<file path="src/inc/flags_pkg.sv">
// package: status flag positions, APB offsets, jump condition selectors for the flags block
// assumes an APB master on a 50 MHz core clock and a CPU execution unit on the same clock
package flags_pkg;
  // bit positions
  localparam int CARRY_BIT = 7;
  localparam int ZERO_BIT = 6;
  localparam int SIGN_BIT = 5;
  localparam int OVERFLOW_BIT = 4;
  localparam int DECIMAL_ADJUST_BIT = 3;
  localparam int HALF_CARRY_BIT = 2;
  localparam int USER_FLAG_2_BIT = 1;
  localparam int USER_FLAG_1_BIT = 0;
  localparam logic [7:0] CONDITION_MASK = 8'hfc;
  localparam logic [7:0] USER_MASK = 8'h03;
  localparam logic [7:0] CONDITION_RESET = 8'h00;
  // apb byte offsets
  localparam logic [11:0] FLAGS_OFFSET = 12'h000;
  localparam logic [11:0] JUMP_TEST_OFFSET = 12'h004;
  localparam logic [11:0] SAVED_OFFSET = 12'h008;
  // jump condition selectors
  typedef enum logic [2:0] {
    COND_NEVER, COND_CARRY, COND_ZERO, COND_SIGN, COND_OVERFLOW,
    COND_ALWAYS, COND_SIGNED_LT, COND_UNSIGNED_LE
  } jump_cond_type;
endpackage

</file>
<file path="src/inc/flags_update_if.sv">
// interface: flag update requests from the cpu execution unit and apb software loads into the flags register
// assumes the producer and the register run on the same clock
`timescale 1ns/1ps
interface flags_update_if;
  logic alu_valid;
  logic [7:0] alu_mask;
  logic [7:0] alu_value;
  logic user_valid;
  logic [1:0] user_mask;
  logic [1:0] user_value;
  logic restore_valid;
  logic [7:0] restore_value;
  logic load_valid;
  logic [7:0] load_value;
  modport source (output alu_valid, alu_mask, alu_value, user_valid, user_mask, user_value,
    restore_valid, restore_value, load_valid, load_value);
  modport sink (input alu_valid, alu_mask, alu_value, user_valid, user_mask, user_value,
    restore_valid, restore_value, load_valid, load_value);
endinterface

</file>
<file path="src/design/flags_store.sv">
// flags byte storage with priority between update sources
// assumes at most one cpu source per cycle; restore wins, then software load
`timescale 1ns/1ps
module flags_store (
  input wire logic clk_in,
  input wire logic rst_in,
  flags_update_if.sink upd,
  output logic [7:0] flags_out
);
  logic [7:0] cond_reg;
  logic [7:0] user_reg;

  // condition bits have a defined reset value
  always_ff @(posedge clk_in) begin
    if (rst_in) begin
      cond_reg <= flags_pkg::CONDITION_RESET;
    end else if (upd.restore_valid) begin
      cond_reg <= upd.restore_value & flags_pkg::CONDITION_MASK;
    end else if (upd.load_valid) begin
      cond_reg <= upd.load_value & flags_pkg::CONDITION_MASK;
    end else if (upd.alu_valid) begin
      // only bits the operation affects change
      cond_reg <= (cond_reg & ~(upd.alu_mask & flags_pkg::CONDITION_MASK))
        | (upd.alu_value & upd.alu_mask & flags_pkg::CONDITION_MASK);
    end
  end

  // user flags: no reset term at all, so reset leaves them untouched
  always_ff @(posedge clk_in) begin
    if (upd.restore_valid) begin
      user_reg <= upd.restore_value & flags_pkg::USER_MASK;
    end else if (upd.load_valid) begin
      user_reg <= upd.load_value & flags_pkg::USER_MASK;
    end else if (upd.user_valid) begin
      user_reg <= (user_reg & ~{6'h00, upd.user_mask}) | {6'h00, upd.user_value & upd.user_mask};
    end
  end

  assign flags_out = cond_reg | user_reg;
endmodule

</file>
<file path="src/design/cpu_status_flags.sv">
// cpu status flags register with apb view, jump condition test and stack push/pop
// assumes execution unit and apb master share CLK_IN; one request of each kind per cycle
//
// The register offsets and the APB slave port were decided locally.
`timescale 1ns/1ps
module cpu_status_flags (
  // clock and reset
  input wire logic CLK_IN,
  input wire logic SYS_RST_IN,
  // apb slave
  input wire logic PSEL_IN,
  input wire logic PENABLE_IN,
  input wire logic PWRITE_IN,
  input wire logic [11:0] PADDR_IN,
  input wire logic [31:0] PWDATA_IN,
  input wire logic [3:0] PSTRB_IN,
  output logic [31:0] PRDATA_OUT,
  output logic PREADY_OUT,
  output logic PSLVERR_OUT,
  // alu result flags
  input wire logic ALU_VALID_IN,
  input wire logic [7:0] ALU_MASK_IN,
  input wire logic [7:0] ALU_VALUE_IN,
  // explicit user flag instructions
  input wire logic USER_VALID_IN,
  input wire logic [1:0] USER_MASK_IN,
  input wire logic [1:0] USER_VALUE_IN,
  // stack save and restore
  input wire logic SAVE_REQ_IN,
  input wire logic RESTORE_REQ_IN,
  input wire logic [7:0] RESTORE_DATA_IN,
  output logic PUSH_VALID_OUT,
  output logic [7:0] PUSH_DATA_OUT,
  // conditional jump test
  input wire logic [2:0] JUMP_COND_IN,
  input wire logic JUMP_INVERT_IN,
  output logic JUMP_TAKEN_OUT,
  // flags view
  output logic [7:0] FLAGS_OUT
);
  flags_update_if upd ();
  logic [7:0] flags;
  logic [7:0] saved_reg;
  logic [2:0] sw_cond_reg;
  logic sw_invert_reg;
  logic apb_access;
  logic apb_write;
  logic addr_ok;

  // jump condition from the four testable flags only
  function automatic logic eval_cond(input logic [7:0] f, input logic [2:0] sel,
                                     input logic inv);
    logic c;
    c = 1'b0;
    unique case (flags_pkg::jump_cond_type'(sel))
      flags_pkg::COND_NEVER: c = 1'b0;
      flags_pkg::COND_CARRY: c = f[flags_pkg::CARRY_BIT];
      flags_pkg::COND_ZERO: c = f[flags_pkg::ZERO_BIT];
      flags_pkg::COND_SIGN: c = f[flags_pkg::SIGN_BIT];
      flags_pkg::COND_OVERFLOW: c = f[flags_pkg::OVERFLOW_BIT];
      flags_pkg::COND_ALWAYS: c = 1'b1;
      flags_pkg::COND_SIGNED_LT: c = f[flags_pkg::SIGN_BIT] ^ f[flags_pkg::OVERFLOW_BIT];
      flags_pkg::COND_UNSIGNED_LE: c = f[flags_pkg::CARRY_BIT] | f[flags_pkg::ZERO_BIT];
    endcase
    return c ^ inv;
  endfunction

  assign apb_access = PSEL_IN & PENABLE_IN;
  assign apb_write = apb_access & PWRITE_IN & addr_ok;
  assign addr_ok = (PADDR_IN == flags_pkg::FLAGS_OFFSET)
    | (PADDR_IN == flags_pkg::JUMP_TEST_OFFSET)
    | (PADDR_IN == flags_pkg::SAVED_OFFSET);

  assign upd.alu_valid = ALU_VALID_IN;
  assign upd.alu_mask = ALU_MASK_IN;
  assign upd.alu_value = ALU_VALUE_IN;
  assign upd.user_valid = USER_VALID_IN;
  assign upd.user_mask = USER_MASK_IN;
  assign upd.user_value = USER_VALUE_IN;
  assign upd.restore_valid = RESTORE_REQ_IN;
  assign upd.restore_value = RESTORE_DATA_IN;
  assign upd.load_valid = apb_write & (PADDR_IN == flags_pkg::FLAGS_OFFSET) & PSTRB_IN[0];
  assign upd.load_value = PWDATA_IN[7:0];

  flags_store store (
    .clk_in(CLK_IN),
    .rst_in(SYS_RST_IN),
    .upd(upd),
    .flags_out(flags)
  );

  // push the whole byte, user flags included
  always_ff @(posedge CLK_IN) begin
    if (SYS_RST_IN) begin
      PUSH_VALID_OUT <= 1'b0;
      PUSH_DATA_OUT <= 8'h00;
    end else begin
      PUSH_VALID_OUT <= SAVE_REQ_IN;
      if (SAVE_REQ_IN) begin
        PUSH_DATA_OUT <= flags;
      end
    end
  end

  // last pushed byte, visible to software
  always_ff @(posedge CLK_IN) begin
    if (SYS_RST_IN) begin
      saved_reg <= 8'h00;
    end else if (SAVE_REQ_IN) begin
      saved_reg <= flags;
    end
  end

  // registered jump decision and flags view
  always_ff @(posedge CLK_IN) begin
    if (SYS_RST_IN) begin
      JUMP_TAKEN_OUT <= 1'b0;
      FLAGS_OUT <= 8'h00;
    end else begin
      JUMP_TAKEN_OUT <= eval_cond(flags, JUMP_COND_IN, JUMP_INVERT_IN);
      FLAGS_OUT <= flags;
    end
  end

  // software jump test selector
  always_ff @(posedge CLK_IN) begin
    if (SYS_RST_IN) begin
      sw_cond_reg <= 3'h0;
      sw_invert_reg <= 1'b0;
    end else if (apb_write & (PADDR_IN == flags_pkg::JUMP_TEST_OFFSET) & PSTRB_IN[0]) begin
      sw_cond_reg <= PWDATA_IN[2:0];
      sw_invert_reg <= PWDATA_IN[3];
    end
  end

  // apb: one wait state, ready pulses in the second access cycle
  always_ff @(posedge CLK_IN) begin
    if (SYS_RST_IN) begin
      PREADY_OUT <= 1'b0;
      PSLVERR_OUT <= 1'b0;
      PRDATA_OUT <= 32'h00000000;
    end else if (apb_access & ~PREADY_OUT) begin
      PREADY_OUT <= 1'b1;
      PSLVERR_OUT <= ~addr_ok;
      PRDATA_OUT <= 32'h00000000;
      if (~PWRITE_IN) begin
        unique case (1'b1)
          PADDR_IN == flags_pkg::FLAGS_OFFSET: PRDATA_OUT <= {24'h000000, flags};
          PADDR_IN == flags_pkg::JUMP_TEST_OFFSET:
            PRDATA_OUT <= {27'h0000000, eval_cond(flags, sw_cond_reg, sw_invert_reg),
                           sw_invert_reg, sw_cond_reg};
          PADDR_IN == flags_pkg::SAVED_OFFSET: PRDATA_OUT <= {24'h000000, saved_reg};
          default: PRDATA_OUT <= 32'h00000000;
        endcase
      end
    end else begin
      PREADY_OUT <= 1'b0;
      PSLVERR_OUT <= 1'b0;
    end
  end
endmodule

</file>
<file path="config.mk">
export PLATFORM = sky130hd
export DESIGN_NAME = cpu_status_flags
export DESIGN_NICKNAME = d
export VERILOG_FILES = /design/src/inc/flags_pkg.sv /design/src/inc/flags_update_if.sv /design/src/design/flags_store.sv /design/src/design/cpu_status_flags.sv
export SDC_FILE = /design/constraint.sdc
export NUM_CORES = 1
export LEC_CHECK = 0
export BUFFER_PORTS_ARGS = -buffer_cell sky130_fd_sc_hd__buf_2
export CORE_UTILIZATION = 45
export DETAILED_ROUTE_END_ITERATION = 16
export PLACE_DENSITY = 0.84
export SYNTH_ARGS = -nofsm -noshare
export SYNTH_HDL_FRONTEND = slang
export SYNTH_SLANG_ARGS = --single-unit
</file>
<file path="constraint.sdc">
create_clock -name CLK_IN -period 6.3 [get_ports CLK_IN]
set_input_delay 1.26 -clock CLK_IN [delete_from_list [all_inputs] [get_ports CLK_IN]]
set_output_delay 1.26 -clock CLK_IN [all_outputs]
set_load 0.05 [all_outputs]
</file>
==> impl_metrics.json, run 1 <==
{
  "start_kind": "input pin",
  "place.gp.congestion": 0.7933,
  "slew_violations": 0,
  "via_count": 1847,
  "final_antenna_net_count": 0,
  "min_period_ns": 3.334,
  "crit_required_ns": 6.34,
  "post_cts_buffers": 0,
  "tightest_slew_ns": 0.8298,
  "dpl.hpwl_um": 3521,
  "dr.pass1.iters": 4,
  "place_inst": 358,
  "rsz0062_at_grt": "false",
  "clk_path_buf_depth": 2,
  "crit_path_end_kind": "flop",
  "syn_avg_cell_area_um2": 9.010,
  "grt_max_degree": 42,
  "max_cap_viol_count": 0,
  "cts_tree": "yes",
  "portBuffers": 85,
  "fin_cells": 366,
  "crit_start": "PADDR_IN[9]",
  "hold_path_class": "reg2reg",
  "final_core_util": 0.5774,
  "p_total_mw": 0.5735,
  "grt_usage": 0.1911,
  "drive_above_1_share": 0.3312,
  "totalNegativeSetupSlack_ns": 0,
  "diodes": 0,
  "cts_hold_buf": 0,
  "dieArea_um2": 4963,
  "hold_start": "PRDATA_OUT[5]",
  "wl_per_cell_um": 12.60,
  "fp.dieH_um": 70.45,
  "ctsResizeCount": 0,
  "clock_skew_ns": 0.005235,
  "route.detailed.drc": 0,
  "grt-ovfl-total": 0,
  "ys_seq_area_frac": 0.3893,
  "antenna_found_initial": 0,
  "synth_top_area_share": 0.3608,
  "grt_pass1_vias": 1705,
  "area_growth_pct": 20.89,
  "synthesis.area_um2": 2108,
  "htree_levels": 2,
  "ys_seq_elements": 40,
  "synthCells": 234,
  "path_max_fanout": 16,
  "ios": 141,
  "clk_latency_ns": 0.29,
  "p_leak_nw": 1.203,
  "fp.dieW_um": 70.45,
  "fill_cells": 398,
  "ff2ff_setup_slack_ns": 4.58,
  "clockRootBuffer": "clkbuf_8",
  "ir_drop_uv": 97.81,
  "whs_endpoint": "PRDATA_OUT[5]",
  "start_util": 0.4776,
  "cts_buffers": 5,
  "critPathKind": "in2reg",
  "synth_top_cell_by_area": "dfxtp_1",
  "core-area_um2": 4414,
  "routed_wirelength_um": 4613,
  "synth.area.top_cells": "dfxtp_1, mux2i_1, buf_4",
  "crit_arrival_ns": 3.38,
  "slew_headroom": 0.4427,
  "max_freq_ghz": 0.2999,
  "r2r-end": "PRDATA_OUT[4]",
  "num_rows": 24,
  "nets": 402,
  "setup_viol": 0,
  "hold_viol": 0,
  "status": "finished, final reports clean",
  "drtIter0Drc": 119,
  "ys_warn_count": 0,
  "whs_path_depth": 2,
  "fin_crit_sh": 0.5293,
  "ys_types": 40,
  "power_density_nw_per_um2": 225.0,
  "grt_pass1_wl_um": 7458,
  "rr_worst_depth": 5,
  "clk_pin_slew_ns": 0.08,
  "clock-sinks": 40,
  "viasPerCell": 5.046
}
## placed cells by master (no fill, tap or decap), types with 3 or more instances in the layout
cell type,count
buf_2,85
dfxtp_1,38
nand2_1,31
conb_1,24
mux2i_1,23
nor2_1,17
nor2b_1,11
o21ai_0,9
o221ai_1,6
clkbuf_8,6
mux2_2,5
nor3b_1,5
a21oi_1,4
a22o_1,4
or2_2,3
or4_1,3
nand3b_1,3
nor4bb_1,3
a221o_1,3
## power by group
| part | internal [mW] | switching (mW) | total, mW |
|---|---|---|---|
| logic | 0.0370 | 0.0865 | 0.123 |
| clock network | 0.0873 | 0.0872 | 0.175 |
| registers | 0.266 | 0.00938 | 0.275 |
## metrics by stage
step                setup slack [ns]  hold WS [ns]  instance area (um^2)
CTS                            2.935        0.4575                  2549
global route                   2.772        0.4843                  2549
detailed placement             2.613        0.4399                  2456
finish                         2.966        0.4501                  2549
floorplan                      3.177        0.4692                  2195
global placement               2.667        0.4334                  2456
## synthesized netlist by cell type (all sizes together)
library cell  number
nor4b              1
o32ai              1
nand3              2
a211o              2
buf               28
o221ai             6
nand2b             2
and2               2
a221o              3
nand4b             1
or3                1
nand3b             3
clkbuf             8
o21ai             11
or2                3
nor3b              5
inv                2
nor3               3
and3b              1
nor4bb             3
mux2i             23
conb               1
a22o               4
dfxtp             38
nor2b             11
nand2             31
a22oi              1
edfxtp             2
nor4               2
mux2               5
or4                3
a31oi              1
nor2              17
nand4              2
a21oi              4
xnor2              1
## how the worst max path moves through the flow
| stage | end | cells after the start |
|---|---|---|
| 2_1_floorplan | flop | 5 |
| 3_3_place_gp | flop | 6 |
| 3_5_place_dp | flop | 6 |
| 4_1_cts | flop | 6 |
| 5_1_grt | flop | 6 |
| 6_report | flop | 6 |
## cells by family after synthesis
kind of cell,Yosys count,synth area share
AOI/OAI and AO/OA,33,0.1104
and+or+nand+nor,93,0.2463
other,1,0.001779
xor gates and xnor gates,1,0.004155
DFF,40,0.3893
muxes,28,0.1359
buffers and inverters,38,0.1122
## metal layers
| layer | GRT usage | up-vias | part of all wire |
|---|---|---|---|
| li1 | - | 932 | - |
| met5 | 0 | - | 0 |
| met4 | 0.08000 | 0 | 0.015 |
| met3 | 0.05483 | 5 | 0.062 |
| met1 | 0.2181 | 842 | 0.44 |
| met2 | 0.3302 | 68 | 0.48 |
## final cells by class
type / count / area (um^2) / share of cell area
inverters: 2 / 7.507 / 0.002946
repair buffers: 85 / 425.4 / 0.1669
well taps: 52 / 65.06 / 0.02553
flip-flops and latches: 40 / 820.8 / 0.3220
clock inverters: 2 / 10.01 / 0.003927
clock buffers: 6 / 82.58 / 0.03240
multi-input cells: 179 / 1137 / 0.4462
## critical path: stages
cell     delay, ns
buf_2         0.09
or4_1         0.53
or3_4         0.43
nor4_4        0.71
mux2i_1       0.28
o21ai_1       0.07
Power figures use the tool's default switching activity.
==> inputs of run 2 (changes only) <==
Settings changed: CORE_UTILIZATION 45 to 38, PLACE_DENSITY 0.84 to 0.76.
Clock period 6.3 ns to 2.9 ns, I/O delays scaled along.
==> run 2 against run 1 <==
- clock skew rose by 0.0029 ns
- via count rose by 3.1%
- first-iteration DRC count fell by 34%
- wire length rose by 8.1%
- total power rose by 120%
- die area rose by 18%
- non-clock buffer count rose by 3
- sequential share of layout area fell by 0.68 points
- largest power group unchanged
- worst setup slack got worse by 2.4 ns
- clock power rose by 140%
- utilization fell by 8.0 points
==> impl_metrics.json, run 2 (synthesis gave the netlist of run 1 again) <==
{
  "min_period_ns": 2.332,
  "dpl.hpwl_um": 3766,
  "routed_wirelength_um": 4987,
  "clk_path_buf_depth": 2,
  "hold_viol": 0,
  "tightest_slew_ns": 0.5128,
  "use_met1": 0.2160,
  "dp_worst_setup_slack_ns": 0.2441,
  "clock_skew_ns": 0.008128,
  "final_antenna_net_count": 0,
  "diodes": 0,
  "final_common_cell": "buf_2",
  "crit_path_end_kind": "flop",
  "grt_max_degree": 30,
  "via_count": 1904,
  "drtIter0Drc": 78,
  "slew_violations": 0,
  "wl_per_cell_um": 12.89,
  "slew_headroom": 0.6575,
  "fill_cells": 520,
  "setup_viol": 0,
  "place.gp.congestion": 0.7805,
  "num_rows": 26,
  "ios": 141,
  "route.detailed.drc": 0,
  "clk_latency_ns": 0.29,
  "start_util": 0.4025,
  "drive_above_1_share": 0.3344,
  "swShare": 0.3150,
  "placed_area_um2": 2501,
  "area_growth_pct": 23.50,
  "max_cap_viol_count": 0,
  "power_density_nw_per_um2": 493.3,
  "final_area_um2": 2604,
  "core-area_um2": 5238,
  "start_kind": "input pin",
  "max_freq_ghz": 0.4289,
  "fp.dieH_um": 76.49,
  "crit_arrival_ns": 2.36,
  "pwr-share-seq": 0.466,
  "totalNegativeSetupSlack_ns": 0,
  "rsz0062_at_grt": "false",
  "path_max_fanout": 5,
  "ctsResizeCount": 0,
  "cts_tree": "yes",
  "critPathKind": "in2reg",
  "use_met3": 0.03832,
  "crit_required_ns": 2.93,
  "antenna_found_initial": 0,
  "place_inst": 379,
  "grt_pass1_vias": 1740,
  "grt_usage": 0.1725,
  "nets": 405,
  "status": "finished, final reports clean",
  "p_sw_mw": 0.4047,
  "cts_hold_buf": 0,
  "comb_power_share": 0.212,
  "grt-ovfl-total": 0,
  "ir_drop_uv": 184.5,
  "dr.pass1.iters": 4,
  "clock-sinks": 40,
  "busiest_layer": "met2",
  "fin_crit_sh": 0.8040,
  "fin_cells": 387,
  "post_cts_buffers": 0,
  "clockPowerShare": 0.322,
  "p_int_mw": 0.8798,
  "hold_path_class": "reg2reg",
  "setup_ws_ns": 0.5685,
  "viasPerCell": 4.920,
  "p_leak_nw": 1.221,
  "fp.dieW_um": 76.49,
  "htree_levels": 2,
  "portBuffers": 85,
  "grt_pass1_wl_um": 7990,
  "dieArea_um2": 5850,
  "met2_usage": 0.2847,
  "clockRootBuffer": "clkbuf_8",
  "final_core_util": 0.4971,
  "final_cell_mix": "buf_2, dfxtp_1, nand2_1, conb_1, mux2i_1",
  "cts_buffers": 5,
  "clk_pin_slew_ns": 0.08
}
[run 2: cell count changes in the layout (fill, tap and decap cells not counted), sizes merged]
cell / delta
clkinv: -1
clkbuf: +1
buf: +3
[run 2: layer usage]
metal  vias up  share of wire
met3         6          0.060
li1        939              -
met1       877           0.44
met2        82           0.49
met5         -              0
met4         0          0.011
[run 2: power groups by stage]
stage | clock [mW] | sequential [mW] | combinational (mW)
floorplan | 0 | 0.655 | 0.176
finish | 0.414 | 0.599 | 0.272
global route | 0.448 | 0.602 | 0.289
detailed placement | 0 | 0.612 | 0.271
CTS | 0.423 | 0.599 | 0.272
global placement | 0 | 0.611 | 0.266
[run 2: cell type report]
| class | count | area [um^2] | area share |
|---|---|---|---|
| Clock buffer | 7 | 97.59 | 0.03748 |
| Clock inverter | 1 | 5.005 | 0.001922 |
| Inverter | 2 | 7.507 | 0.002883 |
| Multi-Input combinational cell | 179 | 1137 | 0.4368 |
| Sequential cell | 40 | 820.8 | 0.3152 |
| Tap cell | 70 | 87.58 | 0.03364 |
| Timing Repair Buffer | 88 | 447.9 | 0.1720 |
[run 2: worst max-delay path, stage by stage]
cell     delay, ns
buf_2         0.10
or4_1         0.54
or3_4         0.43
nor4_4        0.39
mux2i_1       0.24
o21ai_1       0.08
[run 2: final timing paths]
check	endpoint	slack [ns]	from	depth (start not counted)
min	PRDATA_OUT[7]	0.46	PRDATA_OUT[7]	2
min reg2reg	PRDATA_OUT[7]	0.46	PRDATA_OUT[7]	2
max reg2reg	PRDATA_OUT[4]	1.12	flop	5
max	flop	0.57	PADDR_IN[9]	6
[run 2: stage by stage]
step	hold slack (ns)	power, mW
floorplan	0.4692	0.8313
global placement	0.4327	0.8774
detailed placement	0.4501	0.8832
CTS	0.4686	1.294
global route	0.4921	1.339
finish	0.4619	1.285
==> inputs of run 3 (changes only) <==
Settings changed: CORE_UTILIZATION 38 to 42, PLACE_DENSITY 0.76 to 0.79.
Clock period 2.9 ns to 2.32 ns, I/O delays scaled along.
==> run 3 against run 2 <==
- via count down 2.1%
- wire length fell by 5.8%
- sequential share of layout area down 0.23 points
- global-route usage grew 0.61 points
- combinational power grew 24%
- die area down 9.3%
- cell count down 0.26%
- register-to-register slack worse by 0.53 ns
- critical path type unchanged
- largest cell class unchanged
- largest power group unchanged
==> impl_metrics.json, run 3 (synthesis gave the netlist of run 1 again) <==
{
  "clockRootBuffer": "clkbuf_8",
  "rsz0062_at_grt": "false",
  "grt-ovfl-total": 0,
  "cts_buffers": 5,
  "antenna_found_initial": 0,
  "crit_required_ns": 2.35,
  "grt_pass1_wl_um": 7286,
  "start_kind": "input pin",
  "grt_usage": 0.1786,
  "wl_per_cell_um": 12.17,
  "place_inst": 378,
  "grt_max_degree": 30,
  "tightest_slew_ns": 0.5075,
  "slew_headroom": 0.6617,
  "ctsResizeCount": 0,
  "clk_latency_ns": 0.28,
  "fill_cells": 461,
  "start_util": 0.4405,
  "clk_path_buf_depth": 2,
  "fp.dieH_um": 72.85,
  "totalNegativeSetupSlack_ns": 0,
  "dr.pass1.iters": 4,
  "placed_area_um2": 2516,
  "max_cap_viol_count": 0,
  "cts_tree": "yes",
  "clock-sinks": 40,
  "min_period_ns": 2.109,
  "p_sw_mw": 0.4990,
  "path_max_fanout": 5,
  "max_freq_ghz": 0.4742,
  "fin_crit_sh": 0.9089,
  "dpl.hpwl_um": 3618,
  "core-area_um2": 4786,
  "p_int_mw": 1.099,
  "clk_pin_slew_ns": 0.08,
  "routed_wirelength_um": 4699,
  "fin_cells": 386,
  "area_growth_pct": 24.39,
  "crit_arrival_ns": 2.14,
  "clockPowerShare": 0.321,
  "dieArea_um2": 5307,
  "htree_levels": 2,
  "critPathKind": "in2reg",
  "setup_viol": 0,
  "nets": 407,
  "final_area_um2": 2623,
  "final_cell_mix": "buf_2, dfxtp_1, nand2_1, conb_1, mux2i_1",
  "slew_violations": 0,
  "fp.dieW_um": 72.85,
  "diodes": 0,
  "hold_path_class": "in2reg",
  "grt_pass1_vias": 1567,
  "final_common_cell": "buf_2",
  "post_cts_buffers": 0,
  "via_count": 1864,
  "route.detailed.drc": 0,
  "ios": 141,
  "drive_above_1_share": 0.3448,
  "cts_hold_buf": 0,
  "timing.hold.ws_ns": 0.4180,
  "swShare": 0.3123,
  "place.gp.congestion": 0.7539,
  "status": "finished, final reports clean",
  "ff2ff_setup_slack_ns": 0.59,
  "multi_input_area_um2": 1141,
  "comb_power_share": 0.211,
  "clock_skew_ns": 0.007621,
  "hold_viol": 0,
  "portBuffers": 85,
  "regArea_um2": 820.8,
  "pwr-share-seq": 0.468,
  "p_leak_nw": 1.231,
  "crit_path_end_kind": "flop",
  "ir_drop_uv": 269.4,
  "power_density_nw_per_um2": 609.3,
  "num_rows": 25,
  "final_antenna_net_count": 0,
  "viasPerCell": 4.829,
  "drtIter0Drc": 73
}
run 3: per-layer routing:
metal	up-vias	track usage	wire length, um
li1	939	-	-
met1	850	0.2197	2093
met2	73	0.3167	2305
met3	2	0.04144	292
met4	0	0.03922	8
met5	-	0	0
run 3: final timing paths:
path,from,to,cells past startpoint
setup / recovery,PADDR_IN[9],flop,7
hold reg to reg,PRDATA_OUT[5],PRDATA_OUT[5],2
hold / removal,PWDATA_IN[7],flop,3
setup reg to reg,flop,PRDATA_OUT[4],5
run 3: power by group through the flow:
stage,Sequential (mW),Combinational [mW],Clock (mW)
2_1_floorplan,0.819,0.221,0
3_3_place_gp,0.764,0.333,0
3_5_place_dp,0.764,0.337,0
4_1_cts,0.748,0.338,0.528
5_1_grt,0.752,0.360,0.568
6_report,0.747,0.338,0.513
run 3: area by class of cell:
class | count | share of cell area
Sequential cell | 40 | 0.3130
Tap cell | 67 | 0.03197
Multi-Input combinational cell | 179 | 0.4351
Clock inverter | 2 | 0.004771
Inverter | 2 | 0.002863
Timing Repair Buffer | 90 | 0.1765
Clock buffer | 6 | 0.03578
run 3: critical path: stages:
cell	delay, ns
buf_2	0.10
or4_4	0.52
or3_4	0.40
nor4_4	0.21
buf_4	0.18
mux2i_1	0.18
o21ai_1	0.07
run 3: metrics by stage:
step	util	worst slack (ns)	power, mW
2_1_floorplan	-	0.01117	1.040
3_3_place_gp	0.5258	-0.06772	1.097
3_5_place_dp	0.5258	-0.09098	1.101
4_1_cts	0.5480	0.2111	1.614
5_1_grt	0.5480	0.1580	1.680
6_report	0.5480	0.2114	1.598
